--- src/dps_map.svh ---
// Pin timing, field positions and reset values for the semaphore host controller.
`ifndef DPS_MAP_SVH
`define DPS_MAP_SVH

// System clock period in picoseconds (250 MHz).
`define DPS_CLK_PS        4000
// Least width of the write strobe, in nanoseconds.
`define DPS_T_WP_NS       15
// Longest read access time from select and output enable, in nanoseconds.
`define DPS_T_ACC_NS      15
// Least time both strobes stay high between two accesses, in nanoseconds.
`define DPS_T_GAP_NS      4
// Derived cycle counts; least times and access times round up.
`define DPS_WP_CYC        ((`DPS_T_WP_NS * 1000 + `DPS_CLK_PS - 1) / `DPS_CLK_PS)
`define DPS_ACC_CYC       ((`DPS_T_ACC_NS * 1000 + `DPS_CLK_PS - 1) / `DPS_CLK_PS)
`define DPS_GAP_CYC       ((`DPS_T_GAP_NS * 1000 + `DPS_CLK_PS - 1) / `DPS_CLK_PS)
// The flag is written through data bit zero and read back there as well.
`define DPS_FLAG_BIT      0
// Number of flags and the index of the last one.
`define DPS_NUM_FLAGS     8
`define DPS_LAST_IDX      3'h7
// Default number of extra polls after a failed request before withdrawing.
`define DPS_POLLS_DEF     4
// Flag values: zero requests or owns, one releases or reads free.
`define DPS_TAKE          1'b0
`define DPS_FREE          1'b1

`endif

--- src/dps_pkg.sv ---
// Types shared by the semaphore host controller.
package dps_pkg;

   // Controller states, Gray coded along write, recover, read, gap.
   typedef enum logic [2:0]
   {
      DPS_ST_IDLE  = 3'h0,
      DPS_ST_WRITE = 3'h1,
      DPS_ST_WREC  = 3'h3,
      DPS_ST_READ  = 3'h2,
      DPS_ST_GAP   = 3'h6,
      DPS_ST_FIN   = 3'h7
   } dps_state_t;

   // User commands.
   typedef enum logic [1:0]
   {
      DPS_OP_ACQ  = 2'h0,
      DPS_OP_REL  = 2'h1,
      DPS_OP_INIT = 2'h2
   } dps_op_t;

endpackage

--- src/dps_host.sv ---
// Host controller that drives one port of a dual-port semaphore flag bank.
`timescale 1ns/1ps
`include "dps_map.svh"
// ==========================================================================
// Overview of operation
// [RQ1] The device holds eight flags apart from its memory array.
// [RQ2] Flag space is reached with its select low, strobes as for static memory.
// [RQ3] Only address bits zero to two pick the flag; higher bits are ignored.
// [RQ4] A flag write uses only data bit zero.
// [RQ5] Flags are active low: write zero to request, one to release.
// [RQ6] A zero into a free flag reads zero here, one on the far port.
// [RQ7] Owner writing one frees the flag unless the far port has a request.
// [RQ8] A non-owner zero waits in that port's request latch.
// [RQ9] A pending far request takes the token as soon as the owner releases.
// [RQ10] A flag read shows the flag value on every data bit.
// [RQ11] Read data is latched while select and output enable stay low.
// [RQ12] Between polling reads, select and output enable are raised again.
// [RQ13] Colliding requests grant exactly one port, earlier one first.
// [RQ14] Acquire is write zero then read back, never read then write.
// [RQ15] A failed request keeps polling or writes one to withdraw.
// [RQ16] Flags and request latches are not set up at power-on.
// [RQ17] At start-up the host writes one to all eight flags.
// [RQ18] Both enables high puts the device port into standby.
// [RQ19] Flags never block memory access nor add wait states.
// [RQ20] In flag space the memory chip enable is held high.
// [RQ21] Data width is sixteen or eighteen bits, all replicated on read.
// ==========================================================================
module dps_host
   import dps_pkg::*;
#(
   parameter int DATA_W = 18,
   parameter int ADDR_W = 13,
   parameter int POLLS  = `DPS_POLLS_DEF
)
(
   input  wire logic              clk_sys_i,
   input  wire logic              sys_rst_i,
   input  wire logic              cmd_valid_i,
   input  wire dps_op_t           cmd_op_i,
   input  wire logic [2:0]        cmd_idx_i,
   output logic                   cmd_ready_o,
   output logic                   done_o,
   output logic                   granted_o,
   output logic [DATA_W-1:0]      flag_data_o,
   output logic                   token_space_select_n_o,
   output logic                   mem_ce_n_o,
   output logic                   oe_n_o,
   output logic                   rw_n_o,
   output logic [ADDR_W-1:0]      addr_o,
   output logic [DATA_W-1:0]      data_o,
   output logic                   data_oe_o,
   input  wire logic [DATA_W-1:0] data_i
);

   // ========================================================================
   // Parameter checks; a value the logic cannot serve stops elaboration.
   if (DATA_W != 16 && DATA_W != 18)
   begin : g_bad_width
      $error("DATA_W must be 16 or 18.");
   end
   if (ADDR_W < 3)
   begin : g_bad_addr
      $error("ADDR_W must cover the three flag address bits.");
   end
   if (POLLS < 0 || POLLS > 255)
   begin : g_bad_polls
      $error("POLLS must lie in 0 to 255.");
   end
   if (`DPS_WP_CYC > 15 || `DPS_ACC_CYC > 15 || `DPS_GAP_CYC > 1)
   begin : g_bad_timing
      $error("Timing counts exceed what the counter or gap state serves.");
   end

   // ========================================================================
   // State
   typedef struct packed
   {
      dps_state_t        st;
      dps_op_t           op;
      logic [3:0]        cnt;
      logic [2:0]        idx;
      logic              val;
      logic [7:0]        polls;
      logic              granted;
      logic [DATA_W-1:0] rdata;
      logic              sel_n;
      logic              oe_n;
      logic              rw_n;
      logic              doe;
   } dps_host_t;

   localparam logic [3:0] WP_LAST  = 4'(`DPS_WP_CYC - 1);
   localparam logic [3:0] ACC_LAST = 4'(`DPS_ACC_CYC - 1);
   localparam logic [7:0] POLLS_L  = 8'(POLLS);

   dps_host_t q;
   dps_host_t d;

   // Opens a write strobe for the selected flag with the held value.
   function automatic dps_host_t start_write(input dps_host_t s);
      dps_host_t r;
      r       = s;
      r.st    = DPS_ST_WRITE;
      r.sel_n = 1'b0;
      r.rw_n  = 1'b0;
      r.oe_n  = 1'b1;
      r.doe   = 1'b1;
      r.cnt   = WP_LAST;
      return r;
   endfunction

   // Opens a read of the selected flag.
   function automatic dps_host_t start_read(input dps_host_t s);
      dps_host_t r;
      r       = s;
      r.st    = DPS_ST_READ;
      r.sel_n = 1'b0;
      r.oe_n  = 1'b0;
      r.rw_n  = 1'b1;
      r.doe   = 1'b0;
      r.cnt   = ACC_LAST;
      return r;
   endfunction

   // ========================================================================
   // Next state. Every access lowers only the flag select; the memory
   // enable never falls, so the flag space is used without touching the
   // array and the device port idles in standby between accesses.
   always_comb
   begin
      d = q;
      case (q.st)
         DPS_ST_IDLE:
         begin
            if (cmd_valid_i)
            begin
               d.op      = cmd_op_i;
               d.idx     = (cmd_op_i == DPS_OP_INIT) ? 3'h0 : cmd_idx_i;
               d.val     = (cmd_op_i == DPS_OP_ACQ) ? `DPS_TAKE : `DPS_FREE; // see [RQ5]
               d.polls   = POLLS_L;
               d.granted = 1'b0;
               d         = start_write(d); // see [RQ2]
            end
         end
         DPS_ST_WRITE:
         begin
            if (q.cnt == 4'h0)
            begin
               // Strobes rise first; data is held one more cycle as hold time.
               d.st    = DPS_ST_WREC;
               d.sel_n = 1'b1;
               d.rw_n  = 1'b1;
            end
            else
               d.cnt = q.cnt - 4'h1;
         end
         DPS_ST_WREC:
         begin
            d.doe = 1'b0;
            if (q.op == DPS_OP_ACQ && q.val == `DPS_TAKE)
               d = start_read(d); // see [RQ14]
            else if (q.op == DPS_OP_INIT && q.idx != `DPS_LAST_IDX)
            begin
               d.idx = q.idx + 3'h1;
               d     = start_write(d); // see [RQ17]
            end
            else
               d.st = DPS_ST_FIN;
         end
         DPS_ST_READ:
         begin
            if (q.cnt == 4'h0)
            begin
               d.rdata   = data_i;
               d.granted = (data_i[`DPS_FLAG_BIT] == `DPS_TAKE);
               d.st      = DPS_ST_GAP;
               d.sel_n   = 1'b1; // see [RQ12]
               d.oe_n    = 1'b1;
            end
            else
               d.cnt = q.cnt - 4'h1;
         end
         DPS_ST_GAP:
         begin
            // Both strobes are high here, so the next read relatches the flag.
            if (q.granted)
               d.st = DPS_ST_FIN;
            else if (q.polls != 8'h00)
            begin
               d.polls = q.polls - 8'h01;
               d       = start_read(d); // see [RQ15]
            end
            else
            begin
               // Withdraw the stale request so it cannot seize the token later.
               d.val = `DPS_FREE;
               d     = start_write(d); // see [RQ15]
            end
         end
         DPS_ST_FIN:
            d.st = DPS_ST_IDLE;
         default:
            d.st = DPS_ST_IDLE;
      endcase
   end

   // ========================================================================
   // State register with synchronous reset.
   always_ff @(posedge clk_sys_i)
   begin
      if (sys_rst_i)
      begin
         q         <= '0;
         q.st      <= DPS_ST_IDLE;
         q.op      <= DPS_OP_ACQ;
         q.sel_n   <= 1'b1;
         q.oe_n    <= 1'b1;
         q.rw_n    <= 1'b1;
         q.val     <= `DPS_FREE;
      end
      else
         q <= d;
   end

   // ========================================================================
   // Outputs. Only the low three address bits carry the flag index.
   assign cmd_ready_o            = (q.st == DPS_ST_IDLE);
   assign done_o                 = (q.st == DPS_ST_FIN);
   assign granted_o              = q.granted;
   assign flag_data_o            = q.rdata;
   assign token_space_select_n_o = q.sel_n;
   assign mem_ce_n_o             = 1'b1; // see [RQ20]
   assign oe_n_o                 = q.oe_n;
   assign rw_n_o                 = q.rw_n;
   assign addr_o                 = {{(ADDR_W-3){1'b0}}, q.idx};
   assign data_o                 = {DATA_W{q.val}};
   assign data_oe_o              = q.doe;
endmodule

--- config.mk ---
export PLATFORM = sky130hd
export DESIGN_NAME = dps_host
export DESIGN_NICKNAME = d
export VERILOG_FILES = /design/src/dps_pkg.sv /design/src/dps_host.sv
export VERILOG_INCLUDE_DIRS = /design/src
export SDC_FILE = /design/constraint.sdc
export NUM_CORES = 1
export LEC_CHECK = 0
export ABC_AREA = 1
export BUFFER_PORTS_ARGS = -buffer_cell sky130_fd_sc_hd__buf_2
export CAP_MARGIN = 20
export CORE_ASPECT_RATIO = 0.6
export CORE_MARGIN = 4
export CORE_UTILIZATION = 35
export CTS_BUF_LIST = sky130_fd_sc_hd__clkbuf_8
export CTS_CLUSTER_DIAMETER = 30
export CTS_CLUSTER_SIZE = 10
export DETAILED_ROUTE_END_ITERATION = 12
export GPL_TIMING_DRIVEN = 0
export HOLD_SLACK_MARGIN = 0.06
export SYNTH_ARGS = -nofsm -noshare
export SYNTH_HDL_FRONTEND = slang
export SYNTH_SLANG_ARGS = --single-unit
export TNS_END_PERCENT = 10
--- constraint.sdc ---
create_clock -name clk_sys_i -period 2.2 [get_ports clk_sys_i]
set_input_delay 0.22 -clock clk_sys_i [delete_from_list [all_inputs] [get_ports clk_sys_i]]
set_output_delay 0.22 -clock clk_sys_i [all_outputs]
set_load 0.1 [all_outputs]
* After elaboration in Yosys (flattened, before gate mapping)
Cells that the tools add are included.
Word-level totals: register bits after elaboration 44, latch bits 0, bits in writable memories 0, bits in read-only memories 0, bits of input ports 26, output and inout bits 57, word-level logic and storage cells 89, memories 0
Cells by class: $add $sub $neg 3, multiply operators 0, divide/modulo/power cells 0, magnitude comparators 0, equality and inequality tests 18, shift-type cells 0, muxes and demuxes 23, bitwise operators 5, reduce and logical (&&, ||, !) cells 28
Operators by type and width (number):
- $mux 44 | 2
- $pmux 19 s4 | 1
- $mux 43 | 1
- $mux 41 | 1
- $mux 39 | 1
- $pmux 12 s3 | 1
- $reduce_and 5->1 | 7
- $mux 21 | 1
- $ne 2x2->1 const B | 9
- $pmux 4 s4 | 1
- $mux 3 | 5
- $pmux 3 s5 | 1
- $reduce_bool 4->1 | 3
- $pmux 1 s4 | 2
- $reduce_and 4->1 | 2
- $reduce_bool 8->1 | 1
- $sub 8x1->8 const B | 1
- $eq 3x2->1 const B | 2
- $eq 3x3->1 const B | 2
- $ne 3x3->1 const B | 2
- $pmux 2 s3 | 1
- $reduce_and 3->1 | 2
- $reduce_and 6->1 | 1
- $reduce_bool 3->1 | 2
- 16 further kinds | 25

* Longest topological paths before layout
Gate-level depths: netlist (run 1).
depth after elaboration 5, gate-level depth with buffers 10, depth with buffers taken out 9

* Worst setup path after synthesis (run 1)
Ideal clock, no wire load.
kind reg-to-reg, start register q[43] (netlist name), end register q[23] (netlist name), setup time 116 ps, arrival time 1996 ps, required time 2084 ps, slack 88 ps, stages on the path, launching flop included 9, buffers on the path 0, period minus slack after synthesis 2112 ps, cell sequence dfxtp_1 > inv_2 > nand2_1 > nor2_2 > nand2_2 > nand2_1 > nand3_2 > o21ai_0 > nor2_1
On the way: word-level cells in the longest chain between the ends 3, elaborated cells on any way between the ends 10, those cells by class 5 x eq/ne; 1 x mux; 1 x bitwise; 3 x reduce/logical
Ends and longest elaborated chain:
- start: declaration | line dps_host.sv:96 | dps_host_t q;
- $logic_not 3->1 *
- net cmd_ready_o | line dps_host.sv:41 | output logic cmd_ready_o,
- $ne 2x2->1 (no line) or $reduce_bool 2->1 (tied branches)
- $reduce_and 5->1 (no line)
The timed path passes the listed nets; every way through them passes the cells marked *. A chain may end at the register's enable or synchronous reset.

* Worst setup path after layout (run 1)
start register q (netlist bit data_o[0]), end output data_o[7]
RTL lines:
- end: declaration | line dps_host.sv:50 | output logic [DATA_W-1:0] data_o,
No word-level cell between the ends.

==> results of run 1 <==
-- worst max path at each step --
stage | endpoint | depth (start not counted) | slack (ps)
3_5_place_dp | addr_o[2] | 9 | 430
5_1_grt | data_o[17] | 2 | 160
4_1_cts | data_o[7] | 2 | 240
3_3_place_gp | addr_o[1] | 9 | 440
2_1_floorplan | q[23] | 8 | 90
6_report | data_o[7] | 2 | 260
-- cell families after synthesis --
family,count (synthesis),synth area share
adder cells (fa/ha/maj),6,0.02882
AO/OA/AOI/OAI,60,0.1172
buffers and inverters,92,0.2065
flip-flops,44,0.3381
XOR/XNOR,4,0.01345
AND/OR/NAND/NOR,183,0.2930
other,2,0.002883
-- metal layers --
layer / global-route usage / share of wire / vias to the layer above
met5: 0 / 0 / -
met4: 0.03046 / 0.0038 / 0
met3: 0.03754 / 0.077 / 2
met2: 0.2026 / 0.39 / 84
met1: 0.2215 / 0.53 / 1092
li1: - / - / 1349
-- worst max-delay path: stages, from the launching register on --
cell	delay [ps]
dfxtp_1	770
buf_4	220
buf_2	420
-- layout by cell type, fill, tap and decap left out, types with 2 or more instances in the layout --
cell and n:
ha_1 6, buf_2 72, clkbuf_1 5, a21oi_1 15
nor2_2 6, nand2_1 65, nand2_2 2, nand3_1 30
xor2_1 3, inv_2 4, clkbuf_8 5, inv_1 31
buf_4 51, dfxtp_1 44, nor2_1 76, nand4_1 2
conb_1 11, o21ai_0 42, clkinv_2 2
-- layout make-up --
| type | instances | area (um^2) |
|---|---|---|
| flip-flops and latches | 44 | 880.8 |
| repair buffers | 71 | 355.3 |
| clock inverters | 3 | 18.77 |
| multi-input cells | 264 | 1220 |
| plain buffers | 57 | 406.6 |
| fillers | 776 | 4025 |
| well taps | 104 | 130.1 |
| clock buffers | 5 | 68.82 |
| inverters | 35 | 131.4 |
-- state kept, by name, summed over array words and instances (netlist names) --
signal / cells
flag_data_o: 18
rw_n_o: 1
data_o: 1
q: 17
token_space_select_n_o: 1
addr_o: 3
oe_n_o: 1
granted_o: 1
data_oe_o: 1
-- stage by stage --
step                instance area, um^2  hold WS, ps  utilization  instances
floorplan                          2639        289.1            -        400
global placement                   3124        428.5       0.4317        575
detailed placement                 3124        431.8       0.4317        575
CTS                                3212        113.9       0.4438        583
global route                       3212        118.6       0.4438        583
finish                             3212        117.1       0.4438        583
==> impl_metrics.json, run 1 <==
{
  "fin_skew_ps": 9.632,
  "required_ps": 1980,
  "synth.yosys.seq_area_share": 0.3381,
  "clock_path_buffers": 2,
  "rr_worst_depth": 9,
  "cts_tree": "built",
  "async_flop_share": 0,
  "drv_slew": 0,
  "yosys_warnings": 0,
  "synth_edf_count": 0,
  "row_count": 24,
  "yosysTopAreaCell": "dfxtp_1",
  "critPathMaxFanout": 20,
  "drive_above_1_share": 0.3027,
  "cp-end-kind": "output port",
  "drtPass1Iterations": 5,
  "drt_iter0_markers": 157,
  "place_congestion": 0.8984,
  "synth_top_cell_area_share": 0.3381,
  "die_h_um": 74.83,
  "finalNetCount": 510,
  "clkTransAtPathRegs_ps": 90,
  "viasPerCell": 4.334,
  "final-hold-violation-count": 0,
  "path_class": "reg -> out",
  "post-route-period-util": 0.8806,
  "start_util": 0.3600,
  "synth_area_um2": 2605,
  "r2r-start": "addr_o[0]",
  "avgSynthCellArea_um2": 6.662,
  "startpoint_type": "flip-flop",
  "tightestPinTransition_ps": 692.1,
  "cts_setup_buffers": 0,
  "place_ws_ps": 430.7,
  "synth_ff_type": "dfxtp_1",
  "holdPathEnd": "q[37]",
  "grtUsageTotal": 0.1447,
  "layout_min_cycle_time_ps": 1937,
  "h-tree-depth": 2,
  "die_x_um": 119.4,
  "timing.rr.end": "addr_o[2]",
  "numPortBuffers": 71,
  "clock_latency_ps": 300,
  "reg2reg_slack_ps": 400,
  "drt-wirelength-per-cell_um": 11.24,
  "overflow": 0,
  "antenna_found_initial": 0,
  "yosysMostFrequentCell": "nor2_1",
  "rsz0062_at_grt": "false",
  "drtAntennaViolNets": 0,
  "vias": 2527,
  "numCtsBuffers": 5,
  "top_level_ports": 83,
  "drt_wl_total_um": 6555,
  "finalSetupTns_ps": 0,
  "hpwl_um": 5253,
  "hold_start": "sys_rst_i",
  "setup_slack_ps": 262.7,
  "startpoint": "data_o[0]",
  "cap_violations": 0,
  "yosys-top-cells-area": "dfxtp_1, buf_4, nor2_1",
  "core-area_um2": 7237,
  "maxSlewHeadroom": 0.5380,
  "synth_common_cells": "nor2_1, nand2_1, buf_4",
  "ys_ff_latch": 44,
  "cts_sinks": 44,
  "cp.arrival_ps": 1720,
  "finalSetupViolations": 0,
  "holdCritPathClass": "in -> reg",
  "hold_depth": 2,
  "hold_buffers": 0,
  "antenna_cells": 0,
  "die_area_um2": 8932,
  "fmax_ghz": 0.5162,
  "area_delta_synth_final_pct": 23.29,
  "grt_max_degree": 21,
  "synth_cells": 391,
  "grt_pass1_vias": 2207,
  "synth.distinct_cells": 23,
  "grt_pass1_wl_um": 10460,
  "cts_resized": 0,
  "status": "finished clean",
  "drc": 0,
  "cts_root_buffer": "clkbuf_8"
}
Power of run 1 is not shown: default switching activity piles up to over one toggle a cycle in this logic, so the estimate is an artifact.
==> inputs of run 2 (changes only) <==
--- a/config.mk
+++ b/config.mk
@@ -17,7 +17,8 @@
 export CTS_CLUSTER_SIZE = 10
 export DETAILED_ROUTE_END_ITERATION = 12
 export GPL_TIMING_DRIVEN = 0
-export HOLD_SLACK_MARGIN = 0.06
+export HOLD_SLACK_MARGIN = 0.03
+export SETUP_SLACK_MARGIN = 0.3
 export SYNTH_ARGS = -nofsm -noshare
 export SYNTH_HDL_FRONTEND = slang
 export SYNTH_SLANG_ARGS = --single-unit
==> run 2 against run 1 <==
  * Clock-buffer cell count unchanged
  * Via count down 0.24%
  * Die area unchanged
  * Critical path type is now reg -> reg
  * Non-clock buffer count unchanged
  * Clock skew up 2.2 ps
  * Critical path depth up 7
==> impl_metrics.json, run 2 (synthesized netlist as in run 1, its figures left out) <==
{
  "status": "finished clean",
  "numPortBuffers": 71,
  "dp.cells": 575,
  "startpoint_type": "flip-flop",
  "required_ps": 2410,
  "worstPathCellList": "ha_1 > ha_1 > nor2_1 > nand2_1 > nand2_1 > a21boi_2 > inv_1 > nor2_1 > nor2_1",
  "layout_min_cycle_time_ps": 1770,
  "h-tree-depth": 2,
  "drtAntennaViolNets": 0,
  "maxSlewHeadroom": 0.6370,
  "timing.rr.end": "addr_o[0]",
  "final-hold-violation-count": 0,
  "fmax_ghz": 0.5649,
  "cts_sinks": 44,
  "start_util": 0.3600,
  "fin_skew_ps": 11.80,
  "path_class": "reg -> reg",
  "drc": 0,
  "finalNetCount": 510,
  "worst_path_most_repeated_cell": "nor2_1",
  "vias": 2521,
  "rsz0062_at_grt": "true",
  "critPathMaxStageDelay_ps": 350,
  "clock_path_buffers": 2,
  "area_delta_synth_final_pct": 24.78,
  "die_h_um": 74.83,
  "cp.arrival_ps": 1980,
  "crit_end": "addr_o[0]",
  "startpoint": "addr_o[0]",
  "clock_latency_ps": 310,
  "grt_pass1_vias": 2222,
  "reg2reg_slack_ps": 430,
  "cap_violations": 0,
  "hpwl_um": 5214,
  "setup_slack_ps": 429.9,
  "top_level_ports": 83,
  "drt-wirelength-per-cell_um": 11.25,
  "drt_iter0_markers": 147,
  "rr_worst_depth": 9,
  "cts_root_buffer": "clkbuf_8",
  "tightestPinTransition_ps": 544.4,
  "drtPass1Iterations": 4,
  "timing.hold.ws_ps": 138.5,
  "fillers": 765,
  "grt_max_degree": 21,
  "numCtsBuffers": 5,
  "drive_above_1_share": 0.3090,
  "critPathMaxFanout": 4,
  "antenna_found_initial": 0,
  "place_ws_ps": 341.1,
  "drt_wl_total_um": 6556,
  "r2r-start": "addr_o[0]",
  "die_x_um": 119.4,
  "grt_pass1_wl_um": 10760,
  "largest_register_ffs": 18,
  "post-route-period-util": 0.8046,
  "place_congestion": 0.8929,
  "core-area_um2": 7237,
  "drv_slew": 0,
  "hold_depth": 2,
  "final_cell_mix": "nor2_1, buf_2, nand2_1, buf_4, dfxtp_1",
  "clkTransAtPathRegs_ps": 90,
  "overflow": 0,
  "grtUsageTotal": 0.1486,
  "cp-end-kind": "flip-flop",
  "finalSetupViolations": 0,
  "holdCritPathClass": "in -> reg",
  "antenna_cells": 0,
  "stdcell_count": 583,
  "row_count": 24,
  "viasPerCell": 4.324,
  "cts_tree": "built",
  "cp_slowest_cell": "dfxtp_1",
  "die_area_um2": 8932,
  "finalSetupTns_ps": 0,
  "layout_commonest_cell": "nor2_1"
}
==> run 2: cell types whose count changed in the layout (fill, tap and decap cells not counted), sizes merged <==
cell,delta
clkinvlp,+1
clkinv,-3
bufinv,+1
inv,+1
==> run 2: worst min-delay path by stage <==
stage,endpoint,start
after floorplan,q[37],sys_rst_i
after global placement,q[37],sys_rst_i
after detailed placement,q[37],sys_rst_i
after CTS,q[37],sys_rst_i
after global routing,q[37],sys_rst_i
final,q[37],sys_rst_i
==> run 2: timing repair <==
item                       CTS  global route
gates resized for setup      1             3
setup endpoints to repair   18            16
setup buffers                0             0
hold buffers                 0             0
==> run 2: layer usage <==
metal,vias to the layer above,GRT usage,wire length [um]
li1,1349,-,-
met1,1073,0.2392,3700
met2,92,0.1945,2280
met3,7,0.03529,509
met4,0,0.03173,65
met5,-,0,0
==> run 2: area by class of cell <==
class / instances / area [um^2] / area share
flip-flops and latches: 44 / 882.1 / 0.2714
well taps: 104 / 130.1 / 0.04003
inverters: 35 / 131.4 / 0.04042
clock buffers: 5 / 68.82 / 0.02117
repair buffers: 71 / 355.3 / 0.1093
plain buffers: 57 / 407.9 / 0.1255
clock inverters: 3 / 46.29 / 0.01424
multi-input cells: 264 / 1229 / 0.3780
==> run 2: per-stage QoR <==
step / util / cell area, um^2
finish: 0.4492 / 3251
global route: 0.4492 / 3251
CTS: 0.4485 / 3246
detailed placement: 0.4324 / 3129
global placement: 0.4324 / 3129
floorplan: - / 2644
==> run 2: critical path, delay by kind of cell, from the launching register on <==
family,cells,cell delay [ps]
buffers and inverters,1,120
and+or+nand+nor,5,510
AOI/OAI and AO/OA,1,280
DFF,1,350
adders and majority gates,2,400
Power of run 2 is left out for the same reason.
